==> src/shared/torque_mon_pkg.sv <==
/*
 * Constants, codes and states for the analog reference and torque monitor.
 * Assumes a 20 MHz system clock and a synchronous active-low reset.
 */
// Operation
// Form select 0 makes shared terminal current input, 1 makes it voltage input.
// Function codes 8, 9, 10, 11 select torque limiter B, bias, command, current command.
// Codes 17, 18 are forward/reverse speed limits; 20 is analog monitor input.
// Duplicate function codes: only the voltage terminal selector is honoured.
// Only the shared-terminal selector matching the chosen form is enabled.
// Save mode 0 stores keypad reference at power-off, restores at power-on.
// Save mode 1 stores only on save key; unsaved changes are lost.
// Command drop below 10% within 400 ms flags loss and runs at ratio.
// Loss flag reaches an output terminal assigned code 33.
// Loss clears and command is followed once level exceeds recovery level.
// Command level is sampled at regular intervals as wire-break basis.
// Loss ratio accepts 0 (stop), 20 to 120 percent, or 999 (disabled).
// Ratio 999 still flags loss but keeps following the analog command.
// Ratio 0 or 999 restores once command exceeds 0.2 times sampled level.
// Ratio 100 percent or more restores once command reaches sampled level; the code restores only once the command exceeds that level.
// Loss detection uses the unfiltered input, ignoring filter settings.
// Undervoltage flag set below programmed level, cleared above; code 77.
// Pair one drives over-torque one; pair two drives over-torque two and low torque.
// Over-torque sets after level held for timer; clears below level minus 5%; 100 ms.
// Low torque sets below level two for timer; clears above level plus 5%; 100 ms.
// Below 20% base frequency low-torque detection frozen at prior result.
// Low-torque output forced off whenever the inverter is stopped.
// All comparators and timers run on a periodic tick; reset clears all flags. The bus undervoltage comparator updates every clock instead.
package torque_mon_pkg;

    // ****************************************************************
    // Timing
    // ****************************************************************
    localparam int CLK_HZ          = 20000000;
    localparam int TICK_US         = 1000;
    localparam int TICK_CYCLES     = CLK_HZ / 1000000 * TICK_US;
    localparam int LOSS_WINDOW_MS  = 400;
    localparam int LOSS_WINDOW_TK  = LOSS_WINDOW_MS * 1000 / TICK_US;
    localparam int MIN_ON_MS       = 100;
    localparam int MIN_ON_TK       = MIN_ON_MS * 1000 / TICK_US;
    localparam int SAMPLE_TK       = 50;

    // ****************************************************************
    // Codes and ranges
    // ****************************************************************
    localparam logic [7:0] FN_NONE        = 8'h00;
    localparam logic [7:0] FN_TRQ_LIM_B   = 8'h08;
    localparam logic [7:0] FN_TRQ_BIAS    = 8'h09;
    localparam logic [7:0] FN_TRQ_CMD     = 8'h0A;
    localparam logic [7:0] FN_TRQ_CUR_CMD = 8'h0B;
    localparam logic [7:0] FN_SPD_LIM_FWD = 8'h11;
    localparam logic [7:0] FN_SPD_LIM_REV = 8'h12;
    localparam logic [7:0] FN_MONITOR     = 8'h14;
    localparam logic [7:0] OUT_REF_LOSS   = 8'h21;
    localparam logic [7:0] OUT_BUS_UV     = 8'h4D;
    localparam logic [9:0] RATIO_STOP     = 10'h000;
    localparam logic [9:0] RATIO_MIN      = 10'h014;
    localparam logic [9:0] RATIO_MAX      = 10'h078;
    localparam logic [9:0] RATIO_FULL     = 10'h064;
    localparam logic [9:0] RATIO_OFF      = 10'h3E7;
    localparam int LOSS_PCT    = 10;
    localparam int RECOV_PCT   = 20;
    localparam int HYST_PCT    = 5;
    localparam int LOWF_PCT    = 20;
    localparam logic FORM_CURRENT = 1'b0;
    localparam logic FORM_VOLTAGE = 1'b1;
    localparam logic SAVE_AUTO    = 1'b0;
    localparam logic SAVE_KEY     = 1'b1;

    typedef enum logic [1:0] {
        REF_OK   = 2'b00,
        REF_LOST = 2'b01
    } ref_state_t;

endpackage

==> src/analog_ref_torque_monitor.sv <==
/*
 * Analog terminal function routing, keypad reference save, reference loss
 * detection, bus undervoltage flag and torque detectors.
 * Assumes synchronous inputs, levels in percent, frequencies in 0.01 Hz units.
 */
`timescale 1ns/1ps
module analog_ref_torque_monitor
    import torque_mon_pkg::*;
#(
    parameter int AW = 12,
    parameter int FW = 16,
    parameter int TW = 16
) (
    input  wire logic          clk_sys,
    input  wire logic          rst_n,
    input  wire logic          shared_terminal_form_select,
    input  wire logic [7:0]    voltage_terminal_function,
    input  wire logic [7:0]    current_terminal_function,
    input  wire logic [7:0]    alt_voltage_terminal_function,
    output logic [7:0]         voltFnEff,
    output logic [7:0]         curFnEff,
    output logic [7:0]         altFnEff,
    output logic               fnCodeValid,
    input  wire logic          keypad_ref_save_mode,
    input  wire logic [FW-1:0] keypadRef,
    input  wire logic          saveKey,
    input  wire logic          powerOffEvent,
    input  wire logic          powerOnEvent,
    output logic [FW-1:0]      keypadRefRestored,
    input  wire logic [AW-1:0] analogRaw,
    input  wire logic [FW-1:0] analogFreq,
    input  wire logic [9:0]    ref_loss_ratio,
    output logic               refLossFlag,
    output logic [FW-1:0]      runFreq,
    output logic               decelStop,
    output logic               ratioValid,
    input  wire logic [7:0]    outTerminalCode,
    output logic               outTerminal,
    input  wire logic [AW-1:0] busVoltage,
    input  wire logic [AW-1:0] bus_undervoltage_level,
    output logic               bus_undervoltage_flag,
    input  wire logic [TW-1:0] torqueValue,
    input  wire logic [TW-1:0] torque_level_one,
    input  wire logic [TW-1:0] torque_timer_one,
    input  wire logic [TW-1:0] torque_level_two,
    input  wire logic [TW-1:0] torque_timer_two,
    input  wire logic [FW-1:0] outFreq,
    input  wire logic [FW-1:0] base_frequency,
    input  wire logic          running,
    output logic               over_torque_one,
    output logic               over_torque_two,
    output logic               low_torque_flag
);
    initial begin
        if (AW < 8 || FW < 8 || TW < 8) $error("analog_ref_torque_monitor: width too small");
    end

    // ****************************************************************
    // State
    // ****************************************************************
    typedef struct packed {
        logic [15:0]   tickCnt;
        logic [7:0]    sampCnt;
        logic [AW-1:0] f1;
        logic [8:0]    winCnt;
        ref_state_t    refSt;
        logic [FW-1:0] savedRef;
        logic [FW-1:0] restored;
        logic [7:0]    voltFn;
        logic [7:0]    curFn;
        logic [7:0]    altFn;
        logic          fnOk;
        logic          uv;
        logic [FW-1:0] run;
        logic          dstop;
        logic          outT;
    } mon_t;

    mon_t st_r;
    mon_t st_nxt;
    logic tick;
    logic lowFreqHold;
    logic lowDet;
    logic [AW+7:0] lossThr;
    logic [AW+7:0] recThr;
    logic [AW+7:0] curScaled;
    logic [FW+9:0] subst;

    function automatic logic fnKnown(input logic [7:0] c);
        fnKnown = (c <= 8'h07) || c == FN_TRQ_LIM_B || c == FN_TRQ_BIAS || c == FN_TRQ_CMD
                  || c == FN_TRQ_CUR_CMD || c == FN_SPD_LIM_FWD || c == FN_SPD_LIM_REV
                  || c == FN_MONITOR;
    endfunction

    assign tick = (st_r.tickCnt == 16'(TICK_CYCLES - 1));

    // Loss and recovery thresholds relative to the sampled level f1
    assign curScaled = (AW+8)'(analogRaw) * (AW+8)'(100);
    assign lossThr   = (AW+8)'(st_r.f1) * (AW+8)'(LOSS_PCT);
    always_comb begin
        if (ref_loss_ratio == RATIO_STOP || ref_loss_ratio == RATIO_OFF) begin
            recThr = (AW+8)'(st_r.f1) * (AW+8)'(RECOV_PCT);
        end else if (ref_loss_ratio >= RATIO_FULL) begin
            recThr = (AW+8)'(st_r.f1) * (AW+8)'(100);
        end else begin
            recThr = (AW+8)'(st_r.f1) * (AW+8)'(ref_loss_ratio);
        end
    end
    assign subst = (FW+10)'(analogFreq) * (FW+10)'(ref_loss_ratio) / (FW+10)'(100);

    // Low frequency range freezes low torque evaluation
    assign lowFreqHold = ((FW+8)'(outFreq) * (FW+8)'(100))
                         < ((FW+8)'(base_frequency) * (FW+8)'(LOWF_PCT));

    // ****************************************************************
    // Next state
    // ****************************************************************
    always_comb begin
        st_nxt = st_r;
        st_nxt.tickCnt = tick ? 16'h0000 : st_r.tickCnt + 16'h0001;

        // Terminal function routing
        st_nxt.voltFn = voltage_terminal_function;
        st_nxt.curFn  = (shared_terminal_form_select == FORM_CURRENT)
                        ? current_terminal_function : FN_NONE;
        st_nxt.altFn  = (shared_terminal_form_select == FORM_VOLTAGE)
                        ? alt_voltage_terminal_function : FN_NONE;
        if (st_nxt.curFn == voltage_terminal_function) st_nxt.curFn = FN_NONE;
        if (st_nxt.altFn == voltage_terminal_function) st_nxt.altFn = FN_NONE;
        st_nxt.fnOk = fnKnown(voltage_terminal_function)
                      && fnKnown(current_terminal_function)
                      && fnKnown(alt_voltage_terminal_function);

        // Keypad reference save and restore
        if ((keypad_ref_save_mode == SAVE_AUTO && powerOffEvent)
            || (keypad_ref_save_mode == SAVE_KEY && saveKey)) begin
            st_nxt.savedRef = keypadRef;
        end
        if (powerOnEvent) st_nxt.restored = st_r.savedRef;

        // Bus undervoltage flag
        if (busVoltage < bus_undervoltage_level) st_nxt.uv = 1'b1;
        else if (busVoltage > bus_undervoltage_level) st_nxt.uv = 1'b0;

        // Reference loss detection on the periodic tick
        if (tick) begin
            case (st_r.refSt)
                REF_OK: begin
                    if (curScaled < lossThr && st_r.winCnt != 9'h000) begin
                        st_nxt.refSt = REF_LOST;
                    end else if (st_r.sampCnt == 8'(SAMPLE_TK - 1)) begin
                        st_nxt.sampCnt = 8'h00;
                        st_nxt.f1      = analogRaw;
                        st_nxt.winCnt  = 9'(LOSS_WINDOW_TK);
                    end else begin
                        st_nxt.sampCnt = st_r.sampCnt + 8'h01;
                        if (st_r.winCnt != 9'h000) st_nxt.winCnt = st_r.winCnt - 9'h001;
                    end
                end
                REF_LOST: begin
                    if (curScaled > recThr) begin
                        st_nxt.refSt   = REF_OK;
                        st_nxt.sampCnt = 8'h00;
                        st_nxt.winCnt  = 9'h000;
                    end
                end
                default: st_nxt.refSt = REF_OK;
            endcase
        end

        // Running frequency while lost
        st_nxt.dstop = 1'b0;
        st_nxt.run   = analogFreq;
        if (st_r.refSt == REF_LOST) begin
            if (ref_loss_ratio == RATIO_STOP) begin
                st_nxt.dstop = 1'b1;
                st_nxt.run   = '0;
            end else if (ref_loss_ratio != RATIO_OFF) begin
                st_nxt.run = FW'(subst);
            end
        end

        // Programmable output terminal
        if (outTerminalCode == OUT_REF_LOSS) st_nxt.outT = st_r.refSt == REF_LOST;
        else if (outTerminalCode == OUT_BUS_UV) st_nxt.outT = st_r.uv;
        else st_nxt.outT = 1'b0;
    end

    // State register
    always_ff @(posedge clk_sys) begin
        if (!rst_n) st_r <= '0;
        else        st_r <= st_nxt;
    end

    // ****************************************************************
    // Torque detectors
    // ****************************************************************
    // First pair feeds over-torque one, second pair the other two
    torque_detector #(.TW(TW), .UNDER(1'b0)) u_td1 (
        .clk_sys    (clk_sys),
        .rst_n      (rst_n),
        .tick       (tick),
        .hold       (1'b0),
        .forceOff   (1'b0),
        .torque     (torqueValue),
        .level      (torque_level_one),
        .timerTicks (torque_timer_one),
        .detect     (over_torque_one)
    );
    torque_detector #(.TW(TW), .UNDER(1'b0)) u_td2 (
        .clk_sys    (clk_sys),
        .rst_n      (rst_n),
        .tick       (tick),
        .hold       (1'b0),
        .forceOff   (1'b0),
        .torque     (torqueValue),
        .level      (torque_level_two),
        .timerTicks (torque_timer_two),
        .detect     (over_torque_two)
    );
    torque_detector #(.TW(TW), .UNDER(1'b1)) u_lt (
        .clk_sys    (clk_sys),
        .rst_n      (rst_n),
        .tick       (tick),
        .hold       (lowFreqHold),
        .forceOff   (!running),
        .torque     (torqueValue),
        .level      (torque_level_two),
        .timerTicks (torque_timer_two),
        .detect     (lowDet)
    );
    assign low_torque_flag = lowDet;

    // Outputs from state; ratioValid is decoded directly from ref_loss_ratio
    assign voltFnEff             = st_r.voltFn;
    assign curFnEff              = st_r.curFn;
    assign altFnEff              = st_r.altFn;
    assign fnCodeValid           = st_r.fnOk;
    assign keypadRefRestored     = st_r.restored;
    assign refLossFlag           = (st_r.refSt == REF_LOST);
    assign runFreq               = st_r.run;
    assign decelStop             = st_r.dstop;
    assign ratioValid            = ref_loss_ratio == RATIO_STOP || ref_loss_ratio == RATIO_OFF
                                   || (ref_loss_ratio >= RATIO_MIN && ref_loss_ratio <= RATIO_MAX);
    assign outTerminal           = st_r.outT;
    assign bus_undervoltage_flag = st_r.uv;
endmodule

==> src/torque_detector.sv <==
/*
 * One torque detector: level, on-timer, 5% hysteresis and minimum on-time.
 * Assumes a one-cycle tick pulse and torque in percent of rated torque.
 */
`timescale 1ns/1ps
module torque_detector
    import torque_mon_pkg::*;
#(
    parameter int TW    = 16,
    parameter bit UNDER = 1'b0
) (
    input  wire logic          clk_sys,
    input  wire logic          rst_n,
    input  wire logic          tick,
    input  wire logic          hold,
    input  wire logic          forceOff,
    input  wire logic [TW-1:0] torque,
    input  wire logic [TW-1:0] level,
    input  wire logic [TW-1:0] timerTicks,
    output logic               detect
);
    initial begin
        if (TW < 8) $error("torque_detector: TW too small");
    end

    typedef struct packed {
        logic [TW-1:0] cnt;
        logic [7:0]    minOn;
        logic          flag;
    } det_t;

    det_t st_r;
    det_t st_nxt;
    logic [TW:0] lvlHi;
    logic [TW:0] lvlLo;
    logic        beyond;
    logic        back;

    // Hysteresis band around the level
    assign lvlHi  = {1'b0, level} + (TW+1)'(HYST_PCT);
    assign lvlLo  = ({1'b0, level} > (TW+1)'(HYST_PCT)) ? {1'b0, level} - (TW+1)'(HYST_PCT)
                                                        : '0;
    assign beyond = UNDER ? (torque < level) : (torque > level);
    assign back   = UNDER ? ({1'b0, torque} > lvlHi) : ({1'b0, torque} < lvlLo);

    // Set after timer, clear on hysteresis once minimum on-time elapsed
    always_comb begin
        st_nxt = st_r;
        if (forceOff) begin
            st_nxt = '0;
        end else if (tick && !hold) begin
            if (!st_r.flag) begin
                if (!beyond) begin
                    st_nxt.cnt = '0;
                end else if (st_r.cnt >= timerTicks) begin
                    st_nxt.flag  = 1'b1;
                    st_nxt.minOn = 8'(MIN_ON_TK);
                end else begin
                    st_nxt.cnt = st_r.cnt + TW'(1);
                end
            end else begin
                if (st_r.minOn != 8'h00) begin
                    st_nxt.minOn = st_r.minOn - 8'h01;
                end else if (back) begin
                    st_nxt.flag = 1'b0;
                    st_nxt.cnt  = '0;
                end
            end
        end
    end

    // State register
    always_ff @(posedge clk_sys) begin
        if (!rst_n) st_r <= '0;
        else        st_r <= st_nxt;
    end

    assign detect = st_r.flag;
endmodule

==> config.mk <==
export PLATFORM = sky130hd
export DESIGN_NAME = analog_ref_torque_monitor
export DESIGN_NICKNAME = d
export VERILOG_FILES = /design/src/shared/torque_mon_pkg.sv /design/src/analog_ref_torque_monitor.sv /design/src/torque_detector.sv
export SDC_FILE = /design/constraint.sdc
export NUM_CORES = 2
export LEC_CHECK = 0
export BUFFER_PORTS_ARGS = -buffer_cell sky130_fd_sc_hd__buf_2
export CAP_MARGIN = 20
export CORE_ASPECT_RATIO = 1.2
export CORE_MARGIN = 2
export CORE_UTILIZATION = 46
export DETAILED_ROUTE_END_ITERATION = 10
export RECOVER_POWER = 25
export SYNTH_ARGS = -nofsm -noshare
export SYNTH_HDL_FRONTEND = slang
export SYNTH_HIERARCHICAL = 1
export SYNTH_SLANG_ARGS = --single-unit
==> constraint.sdc <==
create_clock -name clk_sys -period 24.1 [get_ports clk_sys]
set_input_delay 4.82 -clock clk_sys [delete_from_list [all_inputs] [get_ports clk_sys]]
set_output_delay 4.82 -clock clk_sys [all_outputs]
set_load 0.05 [all_outputs]
Word-level counts from Yosys, hierarchy flattened
Index checks and enable logic that the tools add are counted.
- div/mod/pow operators: 1
- $mul: 8
- add/subtract/negate cells: 12
- muxes and demuxes: 55
- bitwise gates (word level): 3
- eq/ne operators: 46
- order comparisons: 22
- reduce and logical (&&, ||, !) cells: 61
- operators with widths (cell ; number):
    $mux W16 ; 14
    $eq A8 B4 Y1 const B ; 12
    $mux W25 ; 3
    $eq A8 B5 Y1 const B ; 9
    $mux W9 ; 8
    $add A16 B1 Y16 const B ; 4
    $mux W8 ; 7
    $mux W17 ; 3
    $ge A16 B16 Y1 ; 3
    $mux W20 ; 2
    $lt A16 B17 Y1 ; 2
    $mul A12 B5 Y17 const B ; 2
    $sub A16 B3 Y17 const B ; 2
    $gt A16 B16 Y1 ; 2
    $gt A16 B3 Y1 const B ; 2
    $reduce_and A4 Y1 ; 8
    $mul A12 B3 Y15 const B ; 2
    $mux W29 ; 1
    $div A26 B7 Y26 const B ; 1
    $mul A16 B10 Y26 ; 1
    $le A8 B3 Y1 const B ; 3
    $logic_or A1 B1 Y1 ; 24
    $reduce_bool A8 Y1 ; 3
    $sub A8 B1 Y8 const B ; 3
    45 further kinds ; 87
- word-level logic and storage cells: 232
- register bits: 198
- output and inout port bits: 65
- bits of input ports: 230

Logic depth before layout (Yosys ltp)
- depth in word-level cells: 10
- depth in mapped cells: 71
- gate-level depth less buffers: 57

Cells and area by module
The synthesis kept the hierarchy.
- by module, submodules not included (module ; sequential area each (um2) ; times used ; cells each ; area each (um2)):
    analog_ref_torque_monitor ; 2442.3 ; 1 ; 3151 ; 25391.9
    torque_detector at u_td1 ... ; 500.5 ; 2 ; 383 ; 2847.7
    torque_detector at u_lt ; 500.5 ; 1 ; 368 ; 2792.7

Worst setup path before layout
No wires, ideal clock.
- path kind: input-to-reg
- from: input port ref_loss_ratio[1]
- to: register st_r, in the netlist runFreq[0]
- path buffers: 6
- path slack: 4.046 ns
- stages: 63
- arrival time: 19.980 ns
- required time: 24.026 ns
- setup time: 0.074 ns
- path through: clkbuf_1 -> clkbuf_1 -> nand2_1 -> fa_1 -> inv_1 -> fa_1 -> fa_1 -> fa_1 -> inv_1 -> fa_1 -> inv_1 -> ha_1 -> a21oi_1 -> o21ai_1 -> a221o_1 -> or3_4 -> o211ai_4 -> and2_1 -> (+27 left out) -> o2111ai_1 -> buf_6 -> o211ai_1 -> a32oi_4 -> nor2_1 -> o311ai_2 -> o21ai_1 -> maj3_2 -> o221ai_2 -> xnor2_2 -> o221ai_2 -> a2111o_1 -> a311oi_4 -> a2111oi_2 -> a21boi_1 -> mux2i_1 -> o211ai_1 -> a31oi_1
- word-level cells in the longest chain between the ends: 5
- elaborated cells on any way between the ends: 7
- classes of those cells: 1 x mul; 1 x div; 1 x eq/ne; 3 x mux; 1 x reduce/logical
- RTL lines (what ; RTL line ; RTL):
    start, declared ; analog_ref_torque_monitor.sv:32 ; input wire logic [9:0] ref_loss_ratio,
    $mul A16 B10 Y26 ; analog_ref_torque_monitor.sv:109 ; assign subst = (FW+10)'(analogFreq) * (FW+10)'(ref_loss_ratio) / (FW+10)'(100);
    $div A26 B7 Y26 ; analog_ref_torque_monitor.sv:109 ;
    $mux W16 ; analog_ref_torque_monitor.sv:178 ; end else if (ref_loss_ratio != RATIO_OFF) begin
    $mux W16 (*) ; analog_ref_torque_monitor.sv:175 ; if (ref_loss_ratio == RATIO_STOP) begin
    $mux W17 (*) ; analog_ref_torque_monitor.sv:174 ; if (st_r.refSt == REF_LOST) begin
    end signal, assigned ; analog_ref_torque_monitor.sv:192 ; else st_r <= st_nxt;
    end, declared ; analog_ref_torque_monitor.sv:79 ; mon_t st_r;
Mark *: on every way between the ends. The rest lies on a longest branch, timed or not.
A chain may end at the register's enable or synchronous reset.

Final worst setup path
- from: input port ref_loss_ratio[3]
- to: register st_r, in the netlist runFreq[0]
Same word-level chain as after synthesis.

==> metrics.txt <==
CP startpoint kind=primary input; Max stage delay on crit path=0.67 ns; path type of the worst setup path=primary input to flop; CTS tree=done; GRT Overall Usage=23.5%; root buffer cell=clkbuf_16; Max Root-Sink Buffers=2; CTS buffer count=17; Area after DPL=35500 um2; Distinct cells, synth=127; largest cells by area after synthesis=ha_1, fa_1, dfxtp_1; Hold Crit Class=flop to flop; setup ws final=1.81 ns; area share of the largest cell type after synthesis=18.7%; footprint of the multi-input gates=26900 um2; worst endpoint required time=24.47 ns; synth warn=6; Worst EP arrival=22.66 ns; antenna violations before repair=7; core area=73200 um2; status=complete, but fails checks; met2 Use GR=41.9%; grt peak-use layer=met2; slew margin rel.=-47.9%; cell count after synthesis=4285; Seq/Total Area, Yosys=11.6%; Final Cell Area=36100 um2; Port-buffer cells=294; row cnt=109; CP Capture Type=flop; die width=252 um; Worst Tran Pin Value=2.22 ns; syn avg cell area=7.91 um2; H-tree levels=4; drt total wl=88200 um; pre-CTS setup slack=1.47 ns; maxcap violations=2; Post-Synthesis Cell Area=33900 um2; Sink Count=197; final hold slack=0.470 ns; FMAX=0.0449 GHz; #FFs+latches synth=197; Most common cell on crit path=fa_1; dpl hpwl=70200 um; DR DRC count=0; vias per cell=5.62; Initial Util=46.3%; routed len/inst=16.5 um; # hold bufs at CTS=0; EDFF count, synth=0; fraction of layout cells with a size suffix above 1=9.89%; ys async rst share=0%; Routed Antenna Nets=0; die height=301 um; # setup viols final=0; count leader, synth=ha_1; Post-CTS Setup Inserts=0; routability cong.=0.897; Layout fillers=7331; Detailed Routing Iterations Pass 1=5; Slew Limit Fails=93; failing checks=capacitance limit, slew limit; total gr overflow=0; vias in the first global route=29400; cell accounting for the most synthesized area=ha_1; Final period util=92.5%; Sequential Area=3940 um2; Starting DRT DRC Count=1690; worst clock skew=0.0246 ns; M1 GR Usage=30.2%; largest net degree at the start of global routing=51; Final Hold Fails=0; CP max FO=33; Clock Latency Late Sink=0.51 ns; setup_tns=0 ns; Nets=5347; Total Die Area=75800 um2; via count=30100; layout overhead on the synthesized area=6.61%; Post-synth top cells=ha_1, inv_1, nand2_1, a21oi_1, fa_1; Final Critical Period=22.29 ns; Worst-path clk slew=0.07 ns; I/O Pins=295; global-route wire length before repair=147000 um; post_cts resized=0; unrepaired setup endpoints after global routing=no; ys flop type=dfxtp_1; GRT met3 Usage=2.80%; CP max stage cell=xnor2_1
==> layer usage <==
layer | up-vias | share of wire, %
met4 | 8 | 1.7
li1 | 15100 | -
met5 | - | 0.058
met1 | 14300 | 45
met3 | 90 | 3.7
met2 | 577 | 50
==> final timing paths <==
path	from	slack, ns	cells after the start	to
worst min register to register	st_r[107]	0.47	1	st_r[107]
worst max-delay path	ref_loss_ratio[3]	1.81	58	runFreq[0]
worst max register to register	st_r[90]	14.98	42	st_r[84]
worst min-delay path	st_r[107]	0.47	1	st_r[107]
==> critical path, delay by kind of cell <==
family	cells	cell delay [ns]
AO/OA/AOI/OAI	31	9.29
AND/OR/NAND/NOR	13	3.43
adder cells (fa/ha/maj)	6	3.04
multiplexers	3	0.71
XOR/XNOR	1	0.67
buffers and inverters	4	0.66
==> state kept, by name, indices dropped and copies added, names as in the netlist, 8 cells and up <==
| signal | flops |
|---|---|
| st_r | 62 |
| u_lt/st_r | 24 |
| u_td1/st_r | 24 |
| u_td2/st_r | 24 |
| keypadRefRestored | 16 |
| runFreq | 16 |
| altFnEff | 8 |
| curFnEff | 8 |
| voltFnEff | 8 |
==> area by class of cell <==
class,instances,area share (%)
multi-input cells,3362,74.5
diodes,3,0.0208
well taps,943,3.27
clock buffers,19,1.25
flip-flops and latches,197,10.9
inverters,503,5.23
clock inverters,12,0.381
repair buffers,315,4.45
==> metrics by stage <==
| stage | util, % | cells |
|---|---|---|
| global route | 49.3 | 5353 |
| CTS | 49.3 | 5351 |
| global placement | 48.5 | 5320 |
| floorplan | - | 4292 |
| detailed placement | 48.5 | 5320 |
| finish | 49.3 | 5354 |
==> layout by cell type (no fill, tap or decap), drive strengths merged, types with 13 or more instances in the layout <==
cell and count:
o211ai 31, nor3 70, and4 13, dfxtp 197, or3 45, nand3 107, o22ai 17, and2 194
nor4 40, a22oi 13, a211oi 29, or4 22, o31ai 41, fa 214, o21a 35, o2111ai 14
nor2b 73, or2 19, nand2 438, xnor2 150, and3 41, a31o 15, xor2 52, mux2i 46
o21ai 226, a31oi 34, a21boi 31, ha 507, inv 509, a21o 44, nand2b 48, o21bai 31
buf 301, clkbuf 33, a21oi 261, nand4 55, nor2 201
==> kinds of logic (layout without fill, tap and decap cells) <==
group / count (synthesis) / count (layout) / share of synthesized area [%]
muxes: 54 / 54 / 1.72
buffers and inverters: 733 / 849 / 9.08
adders and majority gates: 727 / 727 / 31.5
AOI/OAI and AO/OA: 970 / 970 / 19.6
xor gates and xnor gates: 202 / 202 / 5.29
DFF: 197 / 197 / 11.6
and+or+nand+nor: 1401 / 1401 / 21.1
other: 1 / 11 / 0.0111
Power is not shown: default switching activity piles up to over one toggle a cycle in this logic, so the estimate is an artifact.
